$ cat src/lssr_map.svh
`ifndef LSSR_MAP_SVH
`define LSSR_MAP_SVH
// =====================================================================
// register indexes (control registers)
`define LSSR_IDX_ERR_EN 4'h0
`define LSSR_IDX_BUF_EN 4'h1
`define LSSR_IDX_LINE_EN 4'h2
// =====================================================================
// read-back upper nibble and power-up defaults
`define LSSR_CTRL_UPPER 4'h4
`define LSSR_ERR_EN_RST 4'h0
`define LSSR_BUF_EN_RST 4'h0
`define LSSR_LINE_EN_RST 4'h0
// =====================================================================
// enable field positions, and the request bit of the system status byte
`define LSSR_MASTER_BIT 3
`define LSSR_ERR_BIT 2
`define LSSR_LOST_BIT 0
`define LSSR_DISC_BIT 1
`define LSSR_BRK_BIT 0
`define LSSR_SRQ_BIT 6
// =====================================================================
// system status codes, request flag clear
`define LSSR_CODE_DEVICE 8'h8a
`define LSSR_CODE_DATA_ERR 8'h83
`define LSSR_CODE_RDY_SEND 8'ha2
`define LSSR_CODE_RDY_RECV 8'ha1
`define LSSR_CODE_NOT_RDY 8'ha3
// =====================================================================
// status record length
`define LSSR_STATUS_BYTES 4
`endif

$ cat src/lssr_pkg.sv
package lssr_pkg;
  // live conditions from the serial side
  typedef struct packed {
    logic rx_full;
    logic rx_not_empty;
    logic tx_not_full;
    logic tx_not_empty;
    logic remote_mode;
    logic sw_hs_block;
    logic hw_hs_block;
    logic cts_no_resp;
  } lssr_levels_t;
  // one-cycle event pulses from the serial side
  typedef struct packed {
    logic parity_err;
    logic frame_err;
    logic overrun;
    logic rx_overflow;
    logic break_rx;
    logic syntax_err;
  } lssr_events_t;
  // loop frame passing through
  typedef enum logic [1:0] {
    LSSR_FR_DATA,
    LSSR_FR_END,
    LSSR_FR_IDY,
    LSSR_FR_OTHER
  } lssr_frame_kind_t;
  typedef struct packed {
    lssr_frame_kind_t kind;
    logic srq;
    logic [7:0] data;
  } lssr_frame_t;
endpackage : lssr_pkg

$ cat src/lssr_prio_enc.sv
`timescale 1ns/1ps
`default_nettype none
`include "lssr_map.svh"
// =====================================================================
// system status byte priority encoder
module lssr_prio_enc (
  // conditions
  input wire logic device_cond_i,
  input wire logic data_err_i,
  input wire logic rx_data_i,
  input wire logic tx_not_full_i,
  input wire logic srq_i,
  // code
  output logic [7:0] code_o
);
  logic [7:0] base;
  // highest active condition only
  always_comb begin
    if (device_cond_i) begin
      base = `LSSR_CODE_DEVICE;
    end else if (data_err_i) begin
      base = `LSSR_CODE_DATA_ERR;
    end else if (rx_data_i) begin
      base = `LSSR_CODE_RDY_SEND;
    end else if (tx_not_full_i) begin
      base = `LSSR_CODE_RDY_RECV;
    end else begin
      base = `LSSR_CODE_NOT_RDY;
    end
    code_o = base;
    code_o[`LSSR_SRQ_BIT] = srq_i;
  end
endmodule : lssr_prio_enc
`default_nettype wire

$ cat src/lssr_srq_frame.sv
`timescale 1ns/1ps
`default_nettype none
`include "lssr_map.svh"
// =====================================================================
// marks passing data, end and identify frames as service requests
module lssr_srq_frame (
  // frame in
  input wire lssr_pkg::lssr_frame_t frame_i,
  input wire logic srq_i,
  // frame out
  output lssr_pkg::lssr_frame_t frame_o
);
  import lssr_pkg::*;
  // other frame kinds pass untouched
  always_comb begin
    frame_o = frame_i;
    if (srq_i && frame_i.kind != LSSR_FR_OTHER) begin
      frame_o.srq = 1'b1;
    end
  end
endmodule : lssr_srq_frame
`default_nettype wire

$ cat src/loop_status_service_request.sv
`timescale 1ns/1ps
`default_nettype none
`include "lssr_map.svh"
// =====================================================================
// status record and service request logic
module loop_status_service_request (
  // clock and reset
  input wire logic sys_clk_i,
  input wire logic rst_n_i,
  // serial side conditions
  input wire lssr_pkg::lssr_levels_t levels_i,
  input wire lssr_pkg::lssr_events_t events_i,
  input wire logic rx_frame_bad_i,
  // control register access from the loop
  input wire logic reg_wr_i,
  input wire logic reg_rd_i,
  input wire logic [3:0] reg_idx_i,
  input wire logic [7:0] reg_wdata_i,
  output logic [7:0] reg_rdata_o,
  // status request: start and byte pull
  input wire logic status_req_i,
  input wire logic status_next_i,
  output logic [7:0] status_byte_o,
  output logic status_valid_o,
  output logic status_eot_o,
  // loop frame forwarding
  input wire lssr_pkg::lssr_frame_t frame_i,
  output lssr_pkg::lssr_frame_t frame_o,
  // state out
  output logic srq_o,
  output logic auto_disc_o,
  output logic rx_frame_drop_o
);
  import lssr_pkg::*;

  // =====================================================================
  // control registers
  logic [3:0] err_en_q, err_en_d;
  logic [3:0] buf_en_q, buf_en_d;
  logic [3:0] line_en_q, line_en_d;
  logic [7:0] rdata_q, rdata_d;

  // writes keep the low nibble only
  always_comb begin
    err_en_d = err_en_q;
    buf_en_d = buf_en_q;
    line_en_d = line_en_q;
    rdata_d = rdata_q;
    if (reg_wr_i) begin
      unique case (reg_idx_i)
        `LSSR_IDX_ERR_EN: err_en_d = reg_wdata_i[3:0];
        `LSSR_IDX_BUF_EN: buf_en_d = reg_wdata_i[3:0];
        `LSSR_IDX_LINE_EN: line_en_d = reg_wdata_i[3:0];
        default: ;
      endcase
    end
    // read answers one cycle later, upper nibble fixed for printable text
    if (reg_rd_i) begin
      unique case (reg_idx_i)
        `LSSR_IDX_ERR_EN: rdata_d = {`LSSR_CTRL_UPPER, err_en_q};
        `LSSR_IDX_BUF_EN: rdata_d = {`LSSR_CTRL_UPPER, buf_en_q};
        `LSSR_IDX_LINE_EN: rdata_d = {`LSSR_CTRL_UPPER, line_en_q};
        default: rdata_d = 8'h00;
      endcase
    end
  end

  // power-up defaults
  always_ff @(posedge sys_clk_i) begin
    if (!rst_n_i) begin
      err_en_q <= `LSSR_ERR_EN_RST;
      buf_en_q <= `LSSR_BUF_EN_RST;
      line_en_q <= `LSSR_LINE_EN_RST;
      rdata_q <= 8'h00;
    end else begin
      err_en_q <= err_en_d;
      buf_en_q <= buf_en_d;
      line_en_q <= line_en_d;
      rdata_q <= rdata_d;
    end
  end

  // =====================================================================
  // latched flags, and the one-cycle registered frame drop pulse
  logic par_q, par_d;
  logic frm_q, frm_d;
  logic ovr_q, ovr_d;
  logic ovf_q, ovf_d;
  logic brk_q, brk_d;
  logic syn_q, syn_d;
  logic disc_q, disc_d;
  logic drop_q, drop_d;
  logic sent_clr;

  // set beats the post-status clear in the same cycle
  always_comb begin
    par_d = events_i.parity_err | (par_q & ~sent_clr);
    frm_d = events_i.frame_err | (frm_q & ~sent_clr);
    ovr_d = events_i.overrun | (ovr_q & ~sent_clr);
    ovf_d = events_i.rx_overflow | (ovf_q & ~sent_clr);
    brk_d = events_i.break_rx | (brk_q & ~sent_clr);
    syn_d = events_i.syntax_err | (syn_q & ~sent_clr);
    // disconnect holds until reset; the serial side has no resume here
    disc_d = disc_q | events_i.rx_overflow;
    drop_d = rx_frame_bad_i;
  end

  always_ff @(posedge sys_clk_i) begin
    if (!rst_n_i) begin
      par_q <= 1'b0;
      frm_q <= 1'b0;
      ovr_q <= 1'b0;
      ovf_q <= 1'b0;
      brk_q <= 1'b0;
      syn_q <= 1'b0;
      disc_q <= 1'b0;
      drop_q <= 1'b0;
    end else begin
      par_q <= par_d;
      frm_q <= frm_d;
      ovr_q <= ovr_d;
      ovf_q <= ovf_d;
      brk_q <= brk_d;
      syn_q <= syn_d;
      disc_q <= disc_d;
      drop_q <= drop_d;
    end
  end

  // =====================================================================
  // service request
  logic cause_err, cause_buf, cause_line, cause_any;
  logic srq_q, srq_d;
  logic srq_hold_q, srq_hold_d;

  // each cause only counts when its enable is set
  assign cause_err = (err_en_q[`LSSR_ERR_BIT] &
                      (par_q | frm_q | ovr_q | ovf_q)) |
                     (err_en_q[`LSSR_LOST_BIT] & ovf_q);
  assign cause_buf = |(buf_en_q & {levels_i.rx_full,
                                   levels_i.rx_not_empty,
                                   levels_i.tx_not_full,
                                   ~levels_i.tx_not_empty});
  assign cause_line = (line_en_q[`LSSR_DISC_BIT] & disc_q) |
                      (line_en_q[`LSSR_BRK_BIT] & brk_q);
  assign cause_any = err_en_q[`LSSR_MASTER_BIT] &
                     (cause_err | cause_buf | cause_line);

  // a sent status suppresses the flag until the cause drops once
  always_comb begin
    srq_hold_d = srq_hold_q;
    if (sent_clr) begin
      srq_hold_d = 1'b1;
    end else if (!cause_any) begin
      srq_hold_d = 1'b0;
    end
    srq_d = cause_any & ~srq_hold_d;
  end

  always_ff @(posedge sys_clk_i) begin
    if (!rst_n_i) begin
      srq_q <= 1'b0;
      srq_hold_q <= 1'b0;
    end else begin
      srq_q <= srq_d;
      srq_hold_q <= srq_hold_d;
    end
  end

  // =====================================================================
  // status record
  logic [7:0] sys_code;
  logic [7:0] rec [`LSSR_STATUS_BYTES];

  lssr_prio_enc u_prio (
    .device_cond_i(disc_q | brk_q),
    .data_err_i(par_q | frm_q | ovf_q),
    .rx_data_i(levels_i.rx_not_empty),
    .tx_not_full_i(levels_i.tx_not_full),
    .srq_i(srq_q),
    .code_o(sys_code)
  );

  // bytes follow live state every cycle
  always_comb begin
    rec[0] = sys_code;
    rec[1] = {par_q, frm_q, ovr_q, ovf_q,
              levels_i.rx_full, levels_i.rx_not_empty,
              levels_i.tx_not_full, levels_i.tx_not_empty};
    rec[2] = {levels_i.cts_no_resp, 1'b0, disc_q, brk_q,
              levels_i.remote_mode, syn_q,
              levels_i.sw_hs_block, levels_i.hw_hs_block};
    rec[3] = 8'h00;
  end

  // =====================================================================
  // status send sequencer
  typedef enum logic [1:0] {
    ST_IDLE,
    ST_SEND,
    ST_EOT
  } lssr_state_t;
  lssr_state_t st_q, st_d;
  logic [1:0] idx_q, idx_d;
  logic [7:0] sbyte_q, sbyte_d;
  logic sval_q, sval_d;
  logic eot_q, eot_d;

  // a new request is ignored while an answer is in progress
  always_comb begin
    st_d = st_q;
    idx_d = idx_q;
    sbyte_d = sbyte_q;
    sval_d = 1'b0;
    eot_d = 1'b0;
    sent_clr = 1'b0;
    unique case (st_q)
      ST_IDLE: begin
        if (status_req_i) begin
          st_d = ST_SEND;
          idx_d = 2'd0;
          sbyte_d = rec[0];
          sval_d = 1'b1;
        end
      end
      ST_SEND: begin
        sval_d = 1'b1;
        if (status_next_i) begin
          if (idx_q == 2'd3) begin
            st_d = ST_EOT;
            sval_d = 1'b0;
          end else begin
            idx_d = idx_q + 2'd1;
            sbyte_d = rec[idx_q + 2'd1];
          end
        end
      end
      ST_EOT: begin
        eot_d = 1'b1;
        sent_clr = 1'b1;
        st_d = ST_IDLE;
      end
    endcase
  end

  always_ff @(posedge sys_clk_i) begin
    if (!rst_n_i) begin
      st_q <= ST_IDLE;
      idx_q <= 2'd0;
      sbyte_q <= 8'h00;
      sval_q <= 1'b0;
      eot_q <= 1'b0;
    end else begin
      st_q <= st_d;
      idx_q <= idx_d;
      sbyte_q <= sbyte_d;
      sval_q <= sval_d;
      eot_q <= eot_d;
    end
  end

  // =====================================================================
  // loop frame forwarding
  lssr_frame_t fwd_d, fwd_q;

  lssr_srq_frame u_frame (
    .frame_i(frame_i),
    .srq_i(srq_q),
    .frame_o(fwd_d)
  );

  always_ff @(posedge sys_clk_i) begin
    if (!rst_n_i) begin
      fwd_q <= '0;
    end else begin
      fwd_q <= fwd_d;
    end
  end

  // outputs straight from flops
  assign reg_rdata_o = rdata_q;
  assign status_byte_o = sbyte_q;
  assign status_valid_o = sval_q;
  assign status_eot_o = eot_q;
  assign frame_o = fwd_q;
  assign srq_o = srq_q;
  assign auto_disc_o = disc_q;
  assign rx_frame_drop_o = drop_q;
endmodule : loop_status_service_request
`default_nettype wire

$ cat config.mk
export PLATFORM = sky130hd
export DESIGN_NAME = loop_status_service_request
export DESIGN_NICKNAME = d
export VERILOG_FILES = /design/src/lssr_pkg.sv /design/src/lssr_prio_enc.sv /design/src/lssr_srq_frame.sv /design/src/loop_status_service_request.sv
export VERILOG_INCLUDE_DIRS = /design/src
export SDC_FILE = /design/constraint.sdc
export NUM_CORES = 1
export LEC_CHECK = 0
export ABC_AREA = 1
export BUFFER_PORTS_ARGS = -buffer_cell sky130_fd_sc_hd__buf_4
export CORE_MARGIN = 2
export CORE_UTILIZATION = 45
export CTS_BUF_LIST = sky130_fd_sc_hd__clkbuf_2 sky130_fd_sc_hd__clkbuf_4 sky130_fd_sc_hd__clkbuf_8
export DETAILED_ROUTE_END_ITERATION = 12
export PLACE_DENSITY_LB_ADDON = 0.2
export SLEW_MARGIN = 30
export SYNTH_ARGS = -nofsm -noshare
export SYNTH_HDL_FRONTEND = slang
export SYNTH_SLANG_ARGS = --single-unit
$ cat constraint.sdc
create_clock -name sys_clk_i -period 2.3 [get_ports sys_clk_i]
set_input_delay 0.345 -clock sys_clk_i [delete_from_list [all_inputs] [get_ports sys_clk_i]]
set_output_delay 0.345 -clock sys_clk_i [all_outputs]
set_load 0.05 [all_outputs]
==> results.md <==
- In this run the power density over the cells is 992.9 mW/mm2.
- The capture endpoint of the worst hold path is frame_o[4].
- The number of max-capacitance violations reported is 0.
- Dividing the final minimum period by the clock period gives 0.6825.
- The run finished with clean final reports.
- The initial utilization of the core area, before any placement, comes to 0.4656.
- Summed over all layers, the global routing overflow is 0.
- Pin placement for this block handled 76 I/O pins.
- Derived from the worst setup path, the maximum achievable clock frequency is 637.1 MHz.
- The count of final max-slew check failures was 0.
- The critical path required time is 2500 ps.
- The DRC violation total after the first TritonRoute iteration is 120.
- 0 antenna diodes ended up in the layout.
- The post-detailed-route via-to-cell ratio is 4.886.
- The fraction of synthesized cell area taken by the top area cell type is 0.4765.
- The layout overhead on the synthesized area is 28.24%.
- STA classifies the critical path endpoint as a register.
- The clock insertion delay at the later pin of the skew report is 310 ps.
- The largest net degree at the start of global routing is 35.
- The net count reported at finish is 406.
- The floorplan step set the die width to 73.68 um.
- The wire length per cell is 11.49 um.
- The placer congestion estimate is 0.8229.
- The total number of placement rows is 25.
- The final number of hold-violating endpoints came to 0.
- The critical register-to-register path startpoint is st_q[1].
- The total number of yosys warnings is 0.
- The source of the worst hold timing path is frame_i[4].
- After clock tree synthesis, the repair step resized 0 gates.
- Along the worst hold path, the cell count comes to 3.
- STA classifies the critical path startpoint as a register.
- In the final timing run, aggregate negative setup slack is 0 ps.
- The endpoint identified for the worst register-to-register timing path is status_byte_o[7].
- The initial antenna violation count came to 0.
- The floorplan step set the die height to 73.68 um.
- For this run, the number of standard cells in the final layout without fillers is 412.
- After technology mapping, the gate count stands at 289.
- Across every metal layer, demand over resource in global routing totals 0.1910.
- The cell area that synthesis handed to floorplanning was 0.002185 mm2.
- The worst path arrival time is 1770 ps.
- By area the synthesized netlist is led by dfxtp_1, nand2_1, a21oi_1.
- The number of different library cells used by synthesis comes to 27.
- The critical-path maximum fanout is 18.
- TritonCTS built the clock tree.
- Counting along the longest clock path gives a buffer depth of 2.
- The number of sinks handled by clock tree synthesis is 52.
- Of the synthesized area, sequential elements account for 0.4765.
- A synthesized cell averages 7.559 um2.
- The clock buffer count from CTS is 5.
- The buffer type at the clock tree root is clkbuf_8.
- Counting tap cells, the placed design contains a total of 405 instances.
- The worst register-to-register path has a depth of 8.
- In this run the number of H-tree levels came out at 2.
- After clock tree synthesis, the flow added hold-fix buffers numbering 0.
- The largest clock skew in the final design is 4.325 ps.
- The die covers 0.005428 mm2.
- The worst path needs 1570 ps of the cycle, external delays included.
- In the final layout, the share of cells above drive strength 1 is 0.2402.
- The leakage dissipation is 1.341 nW.
- The start-to-end type of the worst setup path is register to register.
- The aggregate routed wire length is 4732 um.
- The final setup violation count is 0.
- The wire length of the first global-routing pass is 7976 um.
- In the routed design, unresolved DRC markers number 0.
- Synthesis inferred 52 register bits.
- The number of global-route vias before repair came to 1847.
- The worst reg-to-reg setup slack is 730 ps.
- The final route contains 2013 vias.
- The total half-perimeter wirelength after legalization and detailed placement is 3580 um.
- Setup repair after global routing left no endpoint under its margin.
- Summed over all instances, the cell type with the most area after synthesis is dfxtp_1.
- After floorplanning, the core was sized to cover 0.004692 mm2.
- The first detailed-routing pass took 4 iterations.
- During placement, the flow inserted port buffers numbering 68.
- The clock transition at the registers of the reported paths is 80 ps.
- The number of setup buffers added after CTS is 0.
- The path category of the worst min-delay check is input pin to register.
- IR analysis of the VDD net gives a maximum drop of 0.5736 mV.
- The count of nets left with antenna violations after detail routing is 0.
## cells in the final DEF (no fill, tap or decap), types with 2 or more instances in the layout
| master | count |
|---|---|
| nand2_2 | 2 |
| clkbuf_8 | 5 |
| nand2_1 | 56 |
| conb_1 | 3 |
| nor2_1 | 20 |
| inv_1 | 46 |
| o211ai_1 | 7 |
| a21oi_1 | 40 |
| dfxtp_1 | 52 |
| o21ai_0 | 23 |
| ha_1 | 4 |
| nor2_4 | 3 |
| nand3_1 | 15 |
| buf_4 | 69 |
## how the worst max path moves through the flow
stage | to | slack [ps] | start | cells after the start
finish | status_byte_o[7] | 730 | st_q[1] | 8
global route | status_byte_o[7] | 520 | st_q[1] | 8
CTS | status_byte_o[7] | 720 | st_q[1] | 8
detailed placement | buf_en_q[0] | 710 | reg_idx_i[3] | 5
global placement | buf_en_q[2] | 730 | reg_idx_i[3] | 5
floorplan | status_byte_o[6] | 970 | st_q[0] | 8
## cells in the mapped netlist
library cell,instances
nand4_1,1
o21ai_1,1
inv_1,46
nor2_4,3
clkinv_1,1
nor2_2,1
a22oi_1,1
buf_4,4
a21oi_2,1
a211oi_1,1
o211ai_1,7
a211oi_2,1
nand3_1,15
o21ai_0,23
nand3_2,1
nand2_2,2
nor2_1,20
conb_1,1
o221ai_1,1
buf_2,1
buf_6,1
ha_1,4
a21oi_1,40
nand2_1,56
clkbuf_1,3
o21ai_2,1
dfxtp_1,52
## critical path: stages, from the launching register on
cell,delay (ps)
dfxtp_1,370
inv_1,70
ha_1,250
inv_1,110
a21oi_2,50
nor2_4,310
inv_1,130
nor2_1,130
nor2_1,40
## through the flow
step                worst slack [ps]    util  area, um2  total power, mW  hold WS [ps]
floorplan                      974.6       -       2192            2.009         423.6
global placement               733.2  0.5797       2720            2.283         435.2
detailed placement             707.5  0.5797       2720            2.303         440.0
CTS                            716.7  0.5971       2801            2.809         205.0
global route                   518.0  0.5971       2801            2.984         218.6
finish                         730.3  0.5971       2801            2.782         216.1
## per-layer routing
metal / routed length, um / vias up / GRT usage
met2: 2180 / 66 / 0.3085
met3: 404 / 6 / 0.06173
met5: 0 / - / 0
met4: 59 / 0 / 0.06667
met1: 2087 / 882 / 0.2392
li1: - / 1059 / -
## power by group
| group | leakage (nW) | switching [mW] | total (mW) | internal (mW) |
|---|---|---|---|---|
| clock network | 0.0445 | 0.282 | 0.501 | 0.219 |
| registers | 0.428 | 0.0704 | 1.11 | 1.04 |
| logic | 0.868 | 0.806 | 1.17 | 0.368 |
## cells by family after synthesis
group | after synthesis | share of synthesized area
compound gates | 77 | 0.1953
fa+ha+maj | 4 | 0.02291
buf+inv | 56 | 0.1071
flops | 52 | 0.4765
other cells | 1 | 0.001717
simple gates | 99 | 0.1964
## flip-flops by register name, indices dropped and copies added (netlist names)
| name | flops |
|---|---|
| reg_rdata_o | 5 |
| status_byte_o | 8 |
| rx_frame_drop_o | 1 |
| st_q | 2 |
| srq_hold_q | 1 |
| ovf_q | 1 |
| brk_q | 1 |
| buf_en_q | 4 |
| auto_disc_o | 1 |
| status_valid_o | 1 |
| par_q | 1 |
| idx_q | 2 |
| srq_o | 1 |
| frame_o | 11 |
| line_en_q | 4 |
| frm_q | 1 |
| status_eot_o | 1 |
| err_en_q | 4 |
| syn_q | 1 |
| ovr_q | 1 |
## layout make-up
cell class / instances / area [um2]
clock buffer: 6 / 76.32
clock inverter: 1 / 5.005
fill: 474 / 1891
inverter: 47 / 176.4
multi-input combinational: 183 / 917.1
sequential: 52 / 1041
tap: 54 / 67.56
timing repair buffer: 69 / 518.0
No activity file was read; power rests on OpenSTA's default activity.
